[config.mk]
export PLATFORM = sky130hd
export DESIGN_NAME = fgip_top
export DESIGN_NICKNAME = d
export VERILOG_FILES = /design/src/hw/fgip_pkg.sv /design/src/hw/fgip_top.sv /design/src/hw/fgip_filter.sv
export SDC_FILE = /design/constraint.sdc
export NUM_CORES = 2
export LEC_CHECK = 0
export BUFFER_PORTS_ARGS = -buffer_cell sky130_fd_sc_hd__buf_2
export CELL_PAD_IN_SITES_DETAIL_PLACEMENT = 0
export CELL_PAD_IN_SITES_GLOBAL_PLACEMENT = 1
export CORE_MARGIN = 2
export CORE_UTILIZATION = 48
export DETAILED_ROUTE_END_ITERATION = 16
export PLACE_DENSITY = 0.87
export SLEW_MARGIN = 20
export SYNTH_ARGS = -nofsm -noshare
export SYNTH_HDL_FRONTEND = slang
export SYNTH_SLANG_ARGS = --single-unit
[constraint.sdc]
create_clock -name i_ref_clk -period 5.7 [get_ports i_ref_clk]
set_input_delay 1.14 -clock i_ref_clk [delete_from_list [all_inputs] [get_ports i_ref_clk]]
set_output_delay 1.14 -clock i_ref_clk [all_outputs]
set_load 0.005 [all_outputs]
[src/hw/fgip_pkg.sv]
// Constants shared by the filtered general input port
// Summary of operation
// - Periodic refresh latches general inputs into words
// - Module 0 to word 2960, module 1 2962
// - After reset every terminal is general input
// - One filter setting for both modules, default 8ms
// - Seven filter times, codes 1 to 7; zero disables filtering
// - Each terminal serves exactly one function
// - Immediate read returns current terminal state
// - General refresh command does not refresh inputs
// - Bits 00/01: quick, interrupt, origin search
// - Bits 02/03: counter Z, quick, interrupt, origin
// - Bits 04/05: origin search only
package fgip_pkg;

    localparam int N_PER_MOD = 10;
    localparam int N_TERM = 20;
    localparam int ADDR_W = 12;
    localparam int DATA_W = 16;
    localparam int CNT_W = 20;

    // Word addresses on the register port
    localparam logic [11:0] ADDR_MOD0_WORD = 12'hb90;
    localparam logic [11:0] ADDR_MOD1_WORD = 12'hb92;
    localparam logic [11:0] ADDR_FILT_CFG = 12'hb94;
    localparam logic [11:0] ADDR_FSEL_BASE = 12'hb98;
    localparam logic [11:0] ADDR_FSEL_STEP = 12'h002;
    localparam logic [11:0] ADDR_MOD0_LIVE = 12'hba0;
    localparam logic [11:0] ADDR_MOD1_LIVE = 12'hba2;

    // Filter configuration field
    localparam int FILT_CODE_LSB = 0;
    localparam int FILT_CODE_W = 3;
    localparam logic [2:0] FILT_CODE_RESET = 3'h5;

    // Function select fields: five 3-bit fields per register
    localparam int FSEL_W = 3;
    localparam int FSEL_PER_REG = 5;
    localparam int FSEL_REGS = 4;
    localparam logic [2:0] FUNC_NORMAL = 3'h0;
    localparam logic [2:0] FUNC_QUICK = 3'h1;
    localparam logic [2:0] FUNC_INTR = 3'h2;
    localparam logic [2:0] FUNC_COUNTER = 3'h3;
    localparam logic [2:0] FUNC_ORIGIN = 3'h4;
    localparam logic [2:0] FSEL_RESET = 3'h0;

    // Terminals able to take each alternate function
    localparam logic [19:0] CAP_QUICK = 20'h03c0f;
    localparam logic [19:0] CAP_INTR = 20'h03c0f;
    localparam logic [19:0] CAP_COUNTER = 20'hf33cc;
    localparam logic [19:0] CAP_ORIGIN = 20'h0fc3f;

    // Filter base step of 0.5 ms
    localparam int CLK_PERIOD_NS = 50;
    localparam int FILT_UNIT_NS = 500000;
    localparam int FILT_UNIT_CYCLES = FILT_UNIT_NS / CLK_PERIOD_NS;

endpackage

[src/hw/fgip_top.sv]
// Filtered general input port for two pulse I/O modules
`timescale 1ns/10ps
module fgip_top
    import fgip_pkg::*;
#(
    parameter int unsigned P_FILT_UNIT_CYCLES = fgip_pkg::FILT_UNIT_CYCLES
)
(
    // Clock and reset
    input wire logic i_ref_clk,
    input wire logic i_reset_n,
    // Input terminals, module 0 in bits 9:0, module 1 in 19:10
    input wire logic [fgip_pkg::N_TERM-1:0] i_terminal,
    // Host scan
    input wire logic i_io_refresh,
    input wire logic i_general_refresh,
    // Register port
    input wire logic [fgip_pkg::ADDR_W-1:0] i_addr,
    input wire logic [fgip_pkg::DATA_W-1:0] i_wdata,
    input wire logic i_wr,
    input wire logic i_rd,
    output logic [fgip_pkg::DATA_W-1:0] o_rdata,
    // Alternate function routing
    output logic [fgip_pkg::N_TERM-1:0] o_alt_quick,
    output logic [fgip_pkg::N_TERM-1:0] o_alt_intr,
    output logic [fgip_pkg::N_TERM-1:0] o_alt_counter,
    output logic [fgip_pkg::N_TERM-1:0] o_alt_origin,
    // Status
    output logic o_general_refresh_ignored
);

    typedef struct packed {
        logic [N_TERM-1:0] sync1;
        logic [N_TERM-1:0] sync2;
        logic [FILT_CODE_W-1:0] code;
        logic [N_TERM-1:0][FSEL_W-1:0] fsel;
        logic [N_PER_MOD-1:0] word0;
        logic [N_PER_MOD-1:0] word1;
        logic [DATA_W-1:0] rdata;
        logic ignored;
        logic [N_TERM-1:0] quick;
        logic [N_TERM-1:0] intr;
        logic [N_TERM-1:0] counter;
        logic [N_TERM-1:0] origin;
    } fgip_state_s;

    fgip_state_s st_r;
    fgip_state_s st_nxt;
    logic [N_TERM-1:0] filt_level;
    logic [N_TERM-1:0] normal_mask;
    logic [N_TERM-1:0] live;
    logic [CNT_W-1:0] threshold;

    // Cycles of stable level for a filter code
    function automatic logic [CNT_W-1:0] thr_of(
        input logic [FILT_CODE_W-1:0] c,
        input int unsigned unit
    );
        logic [31:0] t;
        t = '0;
        if (c != '0)
        begin
            t = 32'(unit) << (c - 3'h1);
        end
        return t[CNT_W-1:0];
    endfunction

    // Address of function select register r
    function automatic logic [ADDR_W-1:0] fsel_addr(input int r);
        logic [ADDR_W-1:0] off;
        off = ADDR_FSEL_STEP * ADDR_W'(r);
        return ADDR_FSEL_BASE + off;
    endfunction

    // Whether terminal t may take function f
    function automatic logic func_ok(input int t, input logic [2:0] f);
        logic ok;
        ok = 1'b0;
        case (f)
            FUNC_NORMAL: ok = 1'b1;
            FUNC_QUICK: ok = CAP_QUICK[t];
            FUNC_INTR: ok = CAP_INTR[t];
            FUNC_COUNTER: ok = CAP_COUNTER[t];
            FUNC_ORIGIN: ok = CAP_ORIGIN[t];
            default: ok = 1'b0;
        endcase
        return ok;
    endfunction

    // One shared setting drives both terminal groups
    assign threshold = thr_of(st_r.code, P_FILT_UNIT_CYCLES);

    genvar g;
    generate
        for (g = 0; g < N_TERM; g++)
        begin : g_flt
            fgip_filter u_flt (
                .i_ref_clk(i_ref_clk),
                .i_reset_n(i_reset_n),
                .i_level(st_r.sync2[g]),
                .i_threshold(threshold),
                .o_level(filt_level[g])
            );
        end
    endgenerate

    always_comb
    begin
        for (int t = 0; t < N_TERM; t++)
        begin
            normal_mask[t] = (st_r.fsel[t] == FUNC_NORMAL);
        end
    end

    assign live = filt_level & normal_mask;

    always_comb
    begin
        st_nxt = st_r;
        st_nxt.sync1 = i_terminal;
        st_nxt.sync2 = st_r.sync1;
        st_nxt.rdata = '0;
        st_nxt.ignored = i_general_refresh;
        // Periodic refresh; the general refresh command is not a trigger
        if (i_io_refresh)
        begin
            st_nxt.word0 = live[N_PER_MOD-1:0];
            st_nxt.word1 = live[N_TERM-1:N_PER_MOD];
        end
        if (i_wr)
        begin
            if (i_addr == ADDR_FILT_CFG)
            begin
                st_nxt.code =
                    i_wdata[FILT_CODE_LSB +: FILT_CODE_W];
            end
            for (int r = 0; r < FSEL_REGS; r++)
            begin
                for (int k = 0; k < FSEL_PER_REG; k++)
                begin
                    // A function the terminal lacks is refused
                    if (i_addr == fsel_addr(r) && func_ok(r * FSEL_PER_REG + k,
                        i_wdata[k*FSEL_W +: FSEL_W]))
                    begin
                        st_nxt.fsel[r*FSEL_PER_REG+k] =
                            i_wdata[k*FSEL_W +: FSEL_W];
                    end
                end
            end
        end
        if (i_rd)
        begin
            case (i_addr)
                ADDR_MOD0_WORD:
                    st_nxt.rdata = DATA_W'(st_r.word0);
                ADDR_MOD1_WORD:
                    st_nxt.rdata = DATA_W'(st_r.word1);
                ADDR_MOD0_LIVE:
                    st_nxt.rdata = DATA_W'(live[N_PER_MOD-1:0]);
                ADDR_MOD1_LIVE:
                    st_nxt.rdata = DATA_W'(live[N_TERM-1:N_PER_MOD]);
                ADDR_FILT_CFG: st_nxt.rdata = DATA_W'(st_r.code);
                default:
                begin
                    for (int r = 0; r < FSEL_REGS; r++)
                    begin
                        if (i_addr == fsel_addr(r))
                        begin
                            for (int k = 0; k < FSEL_PER_REG; k++)
                            begin
                                st_nxt.rdata[k*FSEL_W +: FSEL_W] =
                                    st_r.fsel[r*FSEL_PER_REG+k];
                            end
                        end
                    end
                end
            endcase
        end
        // Alternate functions see the unfiltered synchronised level
        for (int t = 0; t < N_TERM; t++)
        begin
            st_nxt.quick[t] = st_r.sync2[t]
                && st_r.fsel[t] == FUNC_QUICK;
            st_nxt.intr[t] = st_r.sync2[t] && st_r.fsel[t] == FUNC_INTR;
            st_nxt.counter[t] = st_r.sync2[t] && st_r.fsel[t] == FUNC_COUNTER;
            st_nxt.origin[t] = st_r.sync2[t] && st_r.fsel[t] == FUNC_ORIGIN;
        end
    end

    always_ff @(posedge i_ref_clk)
    begin
        if (!i_reset_n)
        begin
            st_r <= '0;
            st_r.code <= FILT_CODE_RESET;
            for (int t = 0; t < N_TERM; t++)
            begin
                st_r.fsel[t] <= FSEL_RESET;
            end
        end
        else
        begin
            st_r <= st_nxt;
        end
    end

    assign o_rdata = st_r.rdata;
    assign o_alt_quick = st_r.quick;
    assign o_alt_intr = st_r.intr;
    assign o_alt_counter = st_r.counter;
    assign o_alt_origin = st_r.origin;
    assign o_general_refresh_ignored = st_r.ignored;
endmodule

[src/hw/fgip_filter.sv]
// Response-time filter for one input terminal
`timescale 1ns/10ps
module fgip_filter
    import fgip_pkg::*;
(
    // Clock and reset
    input wire logic i_ref_clk,
    input wire logic i_reset_n,
    // Synchronised level and selected time in cycles
    input wire logic i_level,
    input wire logic [fgip_pkg::CNT_W-1:0] i_threshold,
    // Accepted level
    output logic o_level
);

    typedef struct packed {
        logic level;
        logic [CNT_W-1:0] cnt;
    } fgip_flt_s;

    fgip_flt_s st_r;
    fgip_flt_s st_nxt;

    always_comb
    begin
        st_nxt = st_r;
        if (i_threshold == '0)
        begin
            st_nxt.level = i_level;
            st_nxt.cnt = '0;
        end
        else if (i_level == st_r.level)
        begin
            st_nxt.cnt = '0;
        end
        else if (st_r.cnt >= i_threshold - 1'b1)
        begin
            st_nxt.level = i_level;
            st_nxt.cnt = '0;
        end
        else
        begin
            st_nxt.cnt = st_r.cnt + 1'b1;
        end
    end

    always_ff @(posedge i_ref_clk)
    begin
        if (!i_reset_n)
        begin
            st_r <= '0;
        end
        else
        begin
            st_r <= st_nxt;
        end
    end

    assign o_level = st_r.level;
endmodule

; ---- After elaboration in Yosys (flattened, before gate mapping)
; Cells that the tools add are included.
[totals]
ff_bits = 640
inputBits = 54
output_inout_bits = 97
wordCells = 608
[op_classes]
add_sub_neg = 22
order_cmp = 20
eq_ne = 146
shifts = 1
mux = 126
bitwise = 2
reduce_logical = 219
[ops]
columns = operator, count
row1 = 2-to-1 mux 20 bit, 41
row2 = 2-to-1 mux 21 bit, 20
row3 = "adder 20 x 1 -> 20 bit, second input constant", 20
row4 = >= comparator 20 bit, 20
row5 = "equality test 3 x 2 -> 1 bit, second input constant", 48
row6 = "equality test 12 bit, second input constant", 9
row7 = logical AND 1 bit, 100
row8 = OR reduction 4 bit, 22
row9 = AND reduction 2 bit, 42
row10 = "equality test 3 bit, second input constant", 25
row11 = logical NOT 3 bit, 25
row12 = one-hot mux 15 bit (5 select lines), 1
row13 = "equality test 3 x 1 -> 1 bit, second input constant", 24
row14 = 2-to-1 mux 1 bit, 60
row15 = 2-to-1 mux 15 bit, 4
row16 = nonzero test 2 bit, 20
row17 = "!= test 2 bit, second input constant", 19
row18 = AND 20 bit, 1
row19 = equality test 1 bit, 20
row20 = logical NOT 20 bit, 1
row21 = "left shift 14 x 3 -> 20 bit, first input constant", 1
row22 = "subtractor 20 x 1 -> 20 bit, second input constant", 1
row23 = OR reduction 2 bit, 6
row24 = OR reduction 5 bit, 2
row25 = other kinds (4), 4

; ---- Logic depth before layout (Yosys ltp)
[logic_depth]
ltp_word = 8
mapped_depth = 25
ltp_nobuf = 22

; ---- By module
; A second synthesis with hierarchy kept.
[unflattened]
hier_cells = 4936
area_unflattened_um2 = 43392.9
[modules_own_cells]
columns = mod, n_inst, cells_each, area_each_um2
row1 = fgip_filter at g_flt[12].u_flt ..., 13, 197, 1727.9
row2 = fgip_top, 1, 1011, 9349.0
row3 = fgip_filter at g_flt[0].u_flt ..., 5, 193, 1639.1
row4 = fgip_filter at g_flt[9].u_flt, 1, 205, 1730.4
row5 = fgip_filter at g_flt[1].u_flt, 1, 194, 1655.3

; ---- Worst setup path after synthesis
; No wires, ideal clock.
[synth_timing]
path_kind = flip-flop to flip-flop
startpoint = register st_r[177] (netlist name)
endpoint = register g_flt[1].u_flt.st_r[10] (netlist name)
setup_time_ns = 0.064
arrival_ns = 5.185
t_required_ns = 5.636
slack_ns = 0.451
path_stages_with_launch = 18
path_buffers = 3
period_less_slack_ns = 5.249
cell_sequence = dfxtp_1 > inv_1 > ha_1 > buf_4 > clkbuf_1 > nor2_1 > a21oi_1 > o31ai_1 > nor2_1 > o21ai_0 > ha_1 > a2111oi_0 > a21oi_1 > a2111oi_0 > nor2_1 > or4_1 > buf_2 > nor2_1
[synth_between]
elab_chain_cells = 6
elab_cells_between_ends = 8
classes_between = add/sub: 2 / order compare: 1 / shift: 1 / mux: 1 / reduce/logical: 3
[synth_lines]
columns = element, line_no
row1 = "start, declared", fgip_top.sv:47  ; fgip_state_s st_r;
row2 = "start signal, assigned", fgip_top.sv:203  ; st_r <= st_nxt;
row3 = subtractor 3 x 1 -> 3 bit, fgip_top.sv:63  ; t = 32'(unit) << (c - 3'h1);
row4 = left shift 14 x 3 -> 20 bit, fgip_top.sv:63
row5 = 2-to-1 mux 20 bit (*), fgip_top.sv:61  ; if (c != '0)
row6 = subtractor 20 x 1 -> 20 bit, fgip_filter.sv:36  ; else if (st_r.cnt >= i_threshold - 1'b1)
row7 = >= comparator 20 bit, fgip_filter.sv:36
row8 = OR reduction 4 bit (no line) (*), n/a
row9 = "end signal, assigned", fgip_filter.sv:55  ; st_r <= st_nxt;
row10 = "end, declared", fgip_filter.sv:21  ; fgip_flt_s st_r;
; Mark *: on every way between the ends. The rest lies on a longest branch, timed or not.
; A chain may end at the register's enable or synchronous reset.

; ---- Worst setup path in the final report
[layout_timing]
startpoint = register st_r[177] (netlist name)
endpoint = register g_flt[18].u_flt.st_r[6] (netlist name)
[layout_between]
elab_chain_cells = 6
elab_cells_between_ends = 8
classes_between = add/sub: 2 / order compare: 1 / shift: 1 / mux: 1 / reduce/logical: 3
[layout_lines]
columns = element, line_no
row1 = subtractor 3 x 1 -> 3 bit, fgip_top.sv:63
row2 = left shift 14 x 3 -> 20 bit, fgip_top.sv:63
row3 = 2-to-1 mux 20 bit (*), fgip_top.sv:61
row4 = subtractor 20 x 1 -> 20 bit, fgip_filter.sv:36
row5 = >= comparator 20 bit, fgip_filter.sv:36
row6 = OR reduction 4 bit (no line) (*), n/a
row7 = "end signal, assigned", fgip_filter.sv:55
row8 = "end, declared", fgip_filter.sv:21
; Marks and branches as above.

==> impl_metrics.yaml <==
sta:
  worst_pin_slew_ps: 1290
  slew_headroom: 0.128
  fin_crit_ps: 5030
  fin_setup_tns_ps: 0
  maxSlewViolCount: 0
  skew_ps: 24.7
  max_clock_freq_ghz: 0.199
  setup_viol: 0
  rsz0062_at_grt: "no"
  timing.final.crit_share: 0.883
  final_hold_viol_count: 0
  worst_hold_slack_ps: 430
run_status:
  status: "complete, no violations"
critical_path:
  crit_path_start_kind: "flop"
  critPathArrivalTime_ps: 5580
  cp_data_required_time_ps: 6250
  r2r-end: "g_flt[18].u_flt.st_r[6]"
  critical_path_class: "flop to flop"
  r2r_start: "st_r[177]"
  endpoint_kind: "flop"
  reg2regPathDepth: 21
  crit_fanout: 20
  ff2ff_setup_slack_ps: 670
global_route:
  grt_max_degree: 73
  track_usage: 0.235
  grt_pass1_vias: 24300
  grt_overflow: 0
  antenna_found_initial: 9
  grt_pass1_wl_um: 132000
logic_synthesis:
  synth_top_flop_cell: "dfxtp_1"
  synth_simple_gate_area_frac: 0.222
  synth_area_sq_mm: 0.0329
  synth_top_family_by_area: "simple AND/OR/NAND/NOR gates"
  synth_cell_types: 69
  syn-num-nets: 4052
  synth-xor-area-share: 0.103
  muxShareOfSynthArea: 0.0248
  synth_warnings: 0
  synth_compound_area_frac: 0.0873
  synth_edf_count: 0
  postSynthCellCount: 3670
  synth-adder-area-share: 0.129
  ys_async_sr_fraction: 0
  synth_area_per_cell_sq_um: 8.96
  synth_seq_cells: 639
  ys_seq_area_frac: 0.389
floorplan:
  start_util: 0.487
  rows: 95
  die-height_um: 266
  die-area_sq_mm: 0.0706
  core_area_sq_mm: 0.0675
  num_io_pins: 151
  die_width_um: 266
clock_tree:
  cts_tree: "done"
  post_cts_buffers: 0
  htree_levels: 3
  cts_made_buffers: 70
  cts_num_sinks: 639
  insertion_delay_ps: 620
  clk_path_buf_depth: 3
  ctsResizeCount: 0
  root_buffer: "clkbuf_16"
  holdBufCountCts: 0
  cts.reportedPaths.clkPinSlew_ps: 60
pwr:
  totalPowerFinal_mw: 9.51
  power_density_mw_per_mm2: 258
  p_clk_frac: 0.511
  net-switching-power_mw: 2.03
  combPwrFrac: 0.016
  intPower_mw: 7.48
  power_leakage_nw: 14.9
  ir_worst_vdd_v: 0.000198
  p_seq_frac: 0.472
  switching_share: 0.213
placed_design:
  dp_hpwl_um: 59500
  finalWeightedCongestion: 0.858
  io_buffers: 148
layout:
  fillers: 6158
  utilization: 0.546
  area_delta_synth_final_pct: 12.1
  layout.nets: 4149
  multi_input_area_sq_mm: 0.0188
  diodes: 0
  regArea_sq_mm: 0.0128
  drive_gt1_frac: 0.0977
min_path:
  whs_path_depth: 1
  hold_class: "flop to flop"
  hold_start: "st_nxt[190]"
  min_to: "st_r[190]"
route:
  vias: 25800
  postRouteWirelength_um: 83700
  routedWlPerCell_um: 17.8
  drtAntennaViolNets: 0
  drc_errors: 0
  first_pass_iters: 5
  drt-vias-per-instance: 5.50
  initialDrtViolationCount: 1848
flow_run:
  cap_violations: 0
==> registers in the layout, summed over array words and instances (netlist names) <==
name	cells
o_alt_counter	20
g_flt.u_flt.st_r	400
g_flt.u_flt.o_level	20
o_alt_intr	20
st_nxt	20
o_alt_quick	20
o_general_refresh_ignored	1
st_r	103
o_rdata	15
o_alt_origin	20
==> critical path, stage by stage, from the launching register on <==
cell and delay [ps]:
dfxtp_1 330, inv_1 120, ha_1 270, nor3_1 250
a21o_1 170, nand2_1 100, ha_1 310, o21ai_0 140
a21o_1 250, nor2_1 90, nand2_1 70, nor3_1 80
nor2_2 670, buf_4 400, ha_1 280, and3_1 180
a221o_1 340, a21oi_1 140, o21ai_0 100, or3_1 320
buf_4 220, nor2_1 140
==> worst max-delay path by stage <==
| stage | startpoint | to | slack [ps] | cells after the start |
|---|---|---|---|---|
| floorplan | st_r[177] | g_flt[1].u_flt.st_r[10] | 450 | 17 |
| global route | st_r[177] | g_flt[18].u_flt.st_r[17] | 330 | 20 |
| finish | st_r[177] | g_flt[18].u_flt.st_r[6] | 670 | 21 |
| CTS | st_r[177] | g_flt[14].u_flt.st_r[3] | 580 | 21 |
| global placement | st_r[177] | g_flt[19].u_flt.st_r[18] | 670 | 19 |
| detailed placement | st_r[177] | g_flt[14].u_flt.st_r[3] | 610 | 21 |
==> logic make-up after synthesis <==
| logic type | after synthesis |
|---|---|
| simple gates | 1508 |
| flops | 639 |
| compound gates | 426 |
| xor+xnor | 387 |
| fa+ha+maj | 341 |
| buf+inv | 287 |
| mux | 81 |
| other cells | 1 |
==> synth_stat cells, drive strengths merged, types with 11 or more instances <==
master | count | share of area
nand2b | 22 | 0.0042
mux2i | 80 | 0.024
maj3 | 13 | 0.0040
nand2 | 246 | 0.028
a21oi | 110 | 0.017
or3 | 11 | 0.0021
a211o | 18 | 0.0048
a222oi | 11 | 0.0033
nor4 | 47 | 0.0089
nor4b | 48 | 0.013
dfxtp | 639 | 0.39
nor3 | 23 | 0.0035
xor2 | 213 | 0.057
inv | 89 | 0.010
a21o | 20 | 0.0046
a211oi | 21 | 0.0048
nand4 | 60 | 0.011
nor2b | 75 | 0.014
nand3 | 171 | 0.026
a22oi | 11 | 0.0025
o21a | 23 | 0.0053
ha | 328 | 0.12
a2111oi | 19 | 0.0053
nor2 | 590 | 0.067
clkbuf | 86 | 0.0098
a221oi | 14 | 0.0037
buf | 112 | 0.024
o21ai | 92 | 0.014
and3 | 115 | 0.022
and4 | 18 | 0.0048
xnor2 | 174 | 0.046
and2 | 54 | 0.010
==> cells in the final DEF (no fill, tap or decap), types with 11 or more instances in the layout <==
cell type / count
a2111oi_0: 18
a211o_1: 18
a211oi_1: 21
a21o_1: 20
a21oi_1: 109
a221oi_1: 14
a222oi_1: 11
a22oi_1: 11
and2_1: 54
and3_1: 115
and4_1: 18
buf_2: 147
buf_4: 70
clkbuf_16: 73
clkbuf_8: 15
dfxtp_1: 639
ha_1: 328
inv_1: 88
maj3_1: 13
mux2i_1: 80
nand2_1: 246
nand2b_1: 22
nand3_1: 171
nand4_1: 60
nor2_1: 588
nor2b_1: 75
nor3_1: 23
nor4_1: 47
nor4b_1: 48
o21a_1: 23
o21ai_0: 90
or3_1: 11
xnor2_1: 171
xor2_1: 211
==> routing by layer <==
metal | track usage | share of wire | vias to the layer above
li1 | - | - | 12900
met5 | 0 | 0.00068 | -
met4 | 0.0607 | 0.023 | 10
met2 | 0.374 | 0.44 | 604
met3 | 0.0408 | 0.064 | 130
met1 | 0.329 | 0.47 | 12100
==> power groups by stage <==
| stage | Combinational, mW | Sequential [mW] | Clock [mW] |
|---|---|---|---|
| floorplan | 0.0875 | 4.59 | 0 |
| global placement | 0.152 | 4.59 | 0 |
| detailed placement | 0.152 | 4.59 | 0 |
| CTS | 0.153 | 4.49 | 4.95 |
| global route | 0.166 | 4.49 | 5.12 |
| finish | 0.154 | 4.49 | 4.86 |
==> stage by stage <==
| step | std cells | setup slack, ps | cell area [sq um] |
|---|---|---|---|
| after detailed placement | 4567 | 612 | 34300 |
| after CTS | 4691 | 577 | 36800 |
| after global routing | 4692 | 329 | 36800 |
| after floorplan | 3670 | 451 | 32900 |
| final | 4692 | 669 | 36800 |
| after global placement | 4567 | 665 | 34300 |
==> area by class of cell <==
class	count	area share
Sequential cell	639	0.347
Tap cell	873	0.0296
Timing Repair Buffer	223	0.0377
Multi-Input combinational cell	2744	0.509
Clock inverter	30	0.0113
Clock buffer	94	0.0558
Inverter	89	0.00907
No activity file was read; power rests on OpenSTA's default activity.
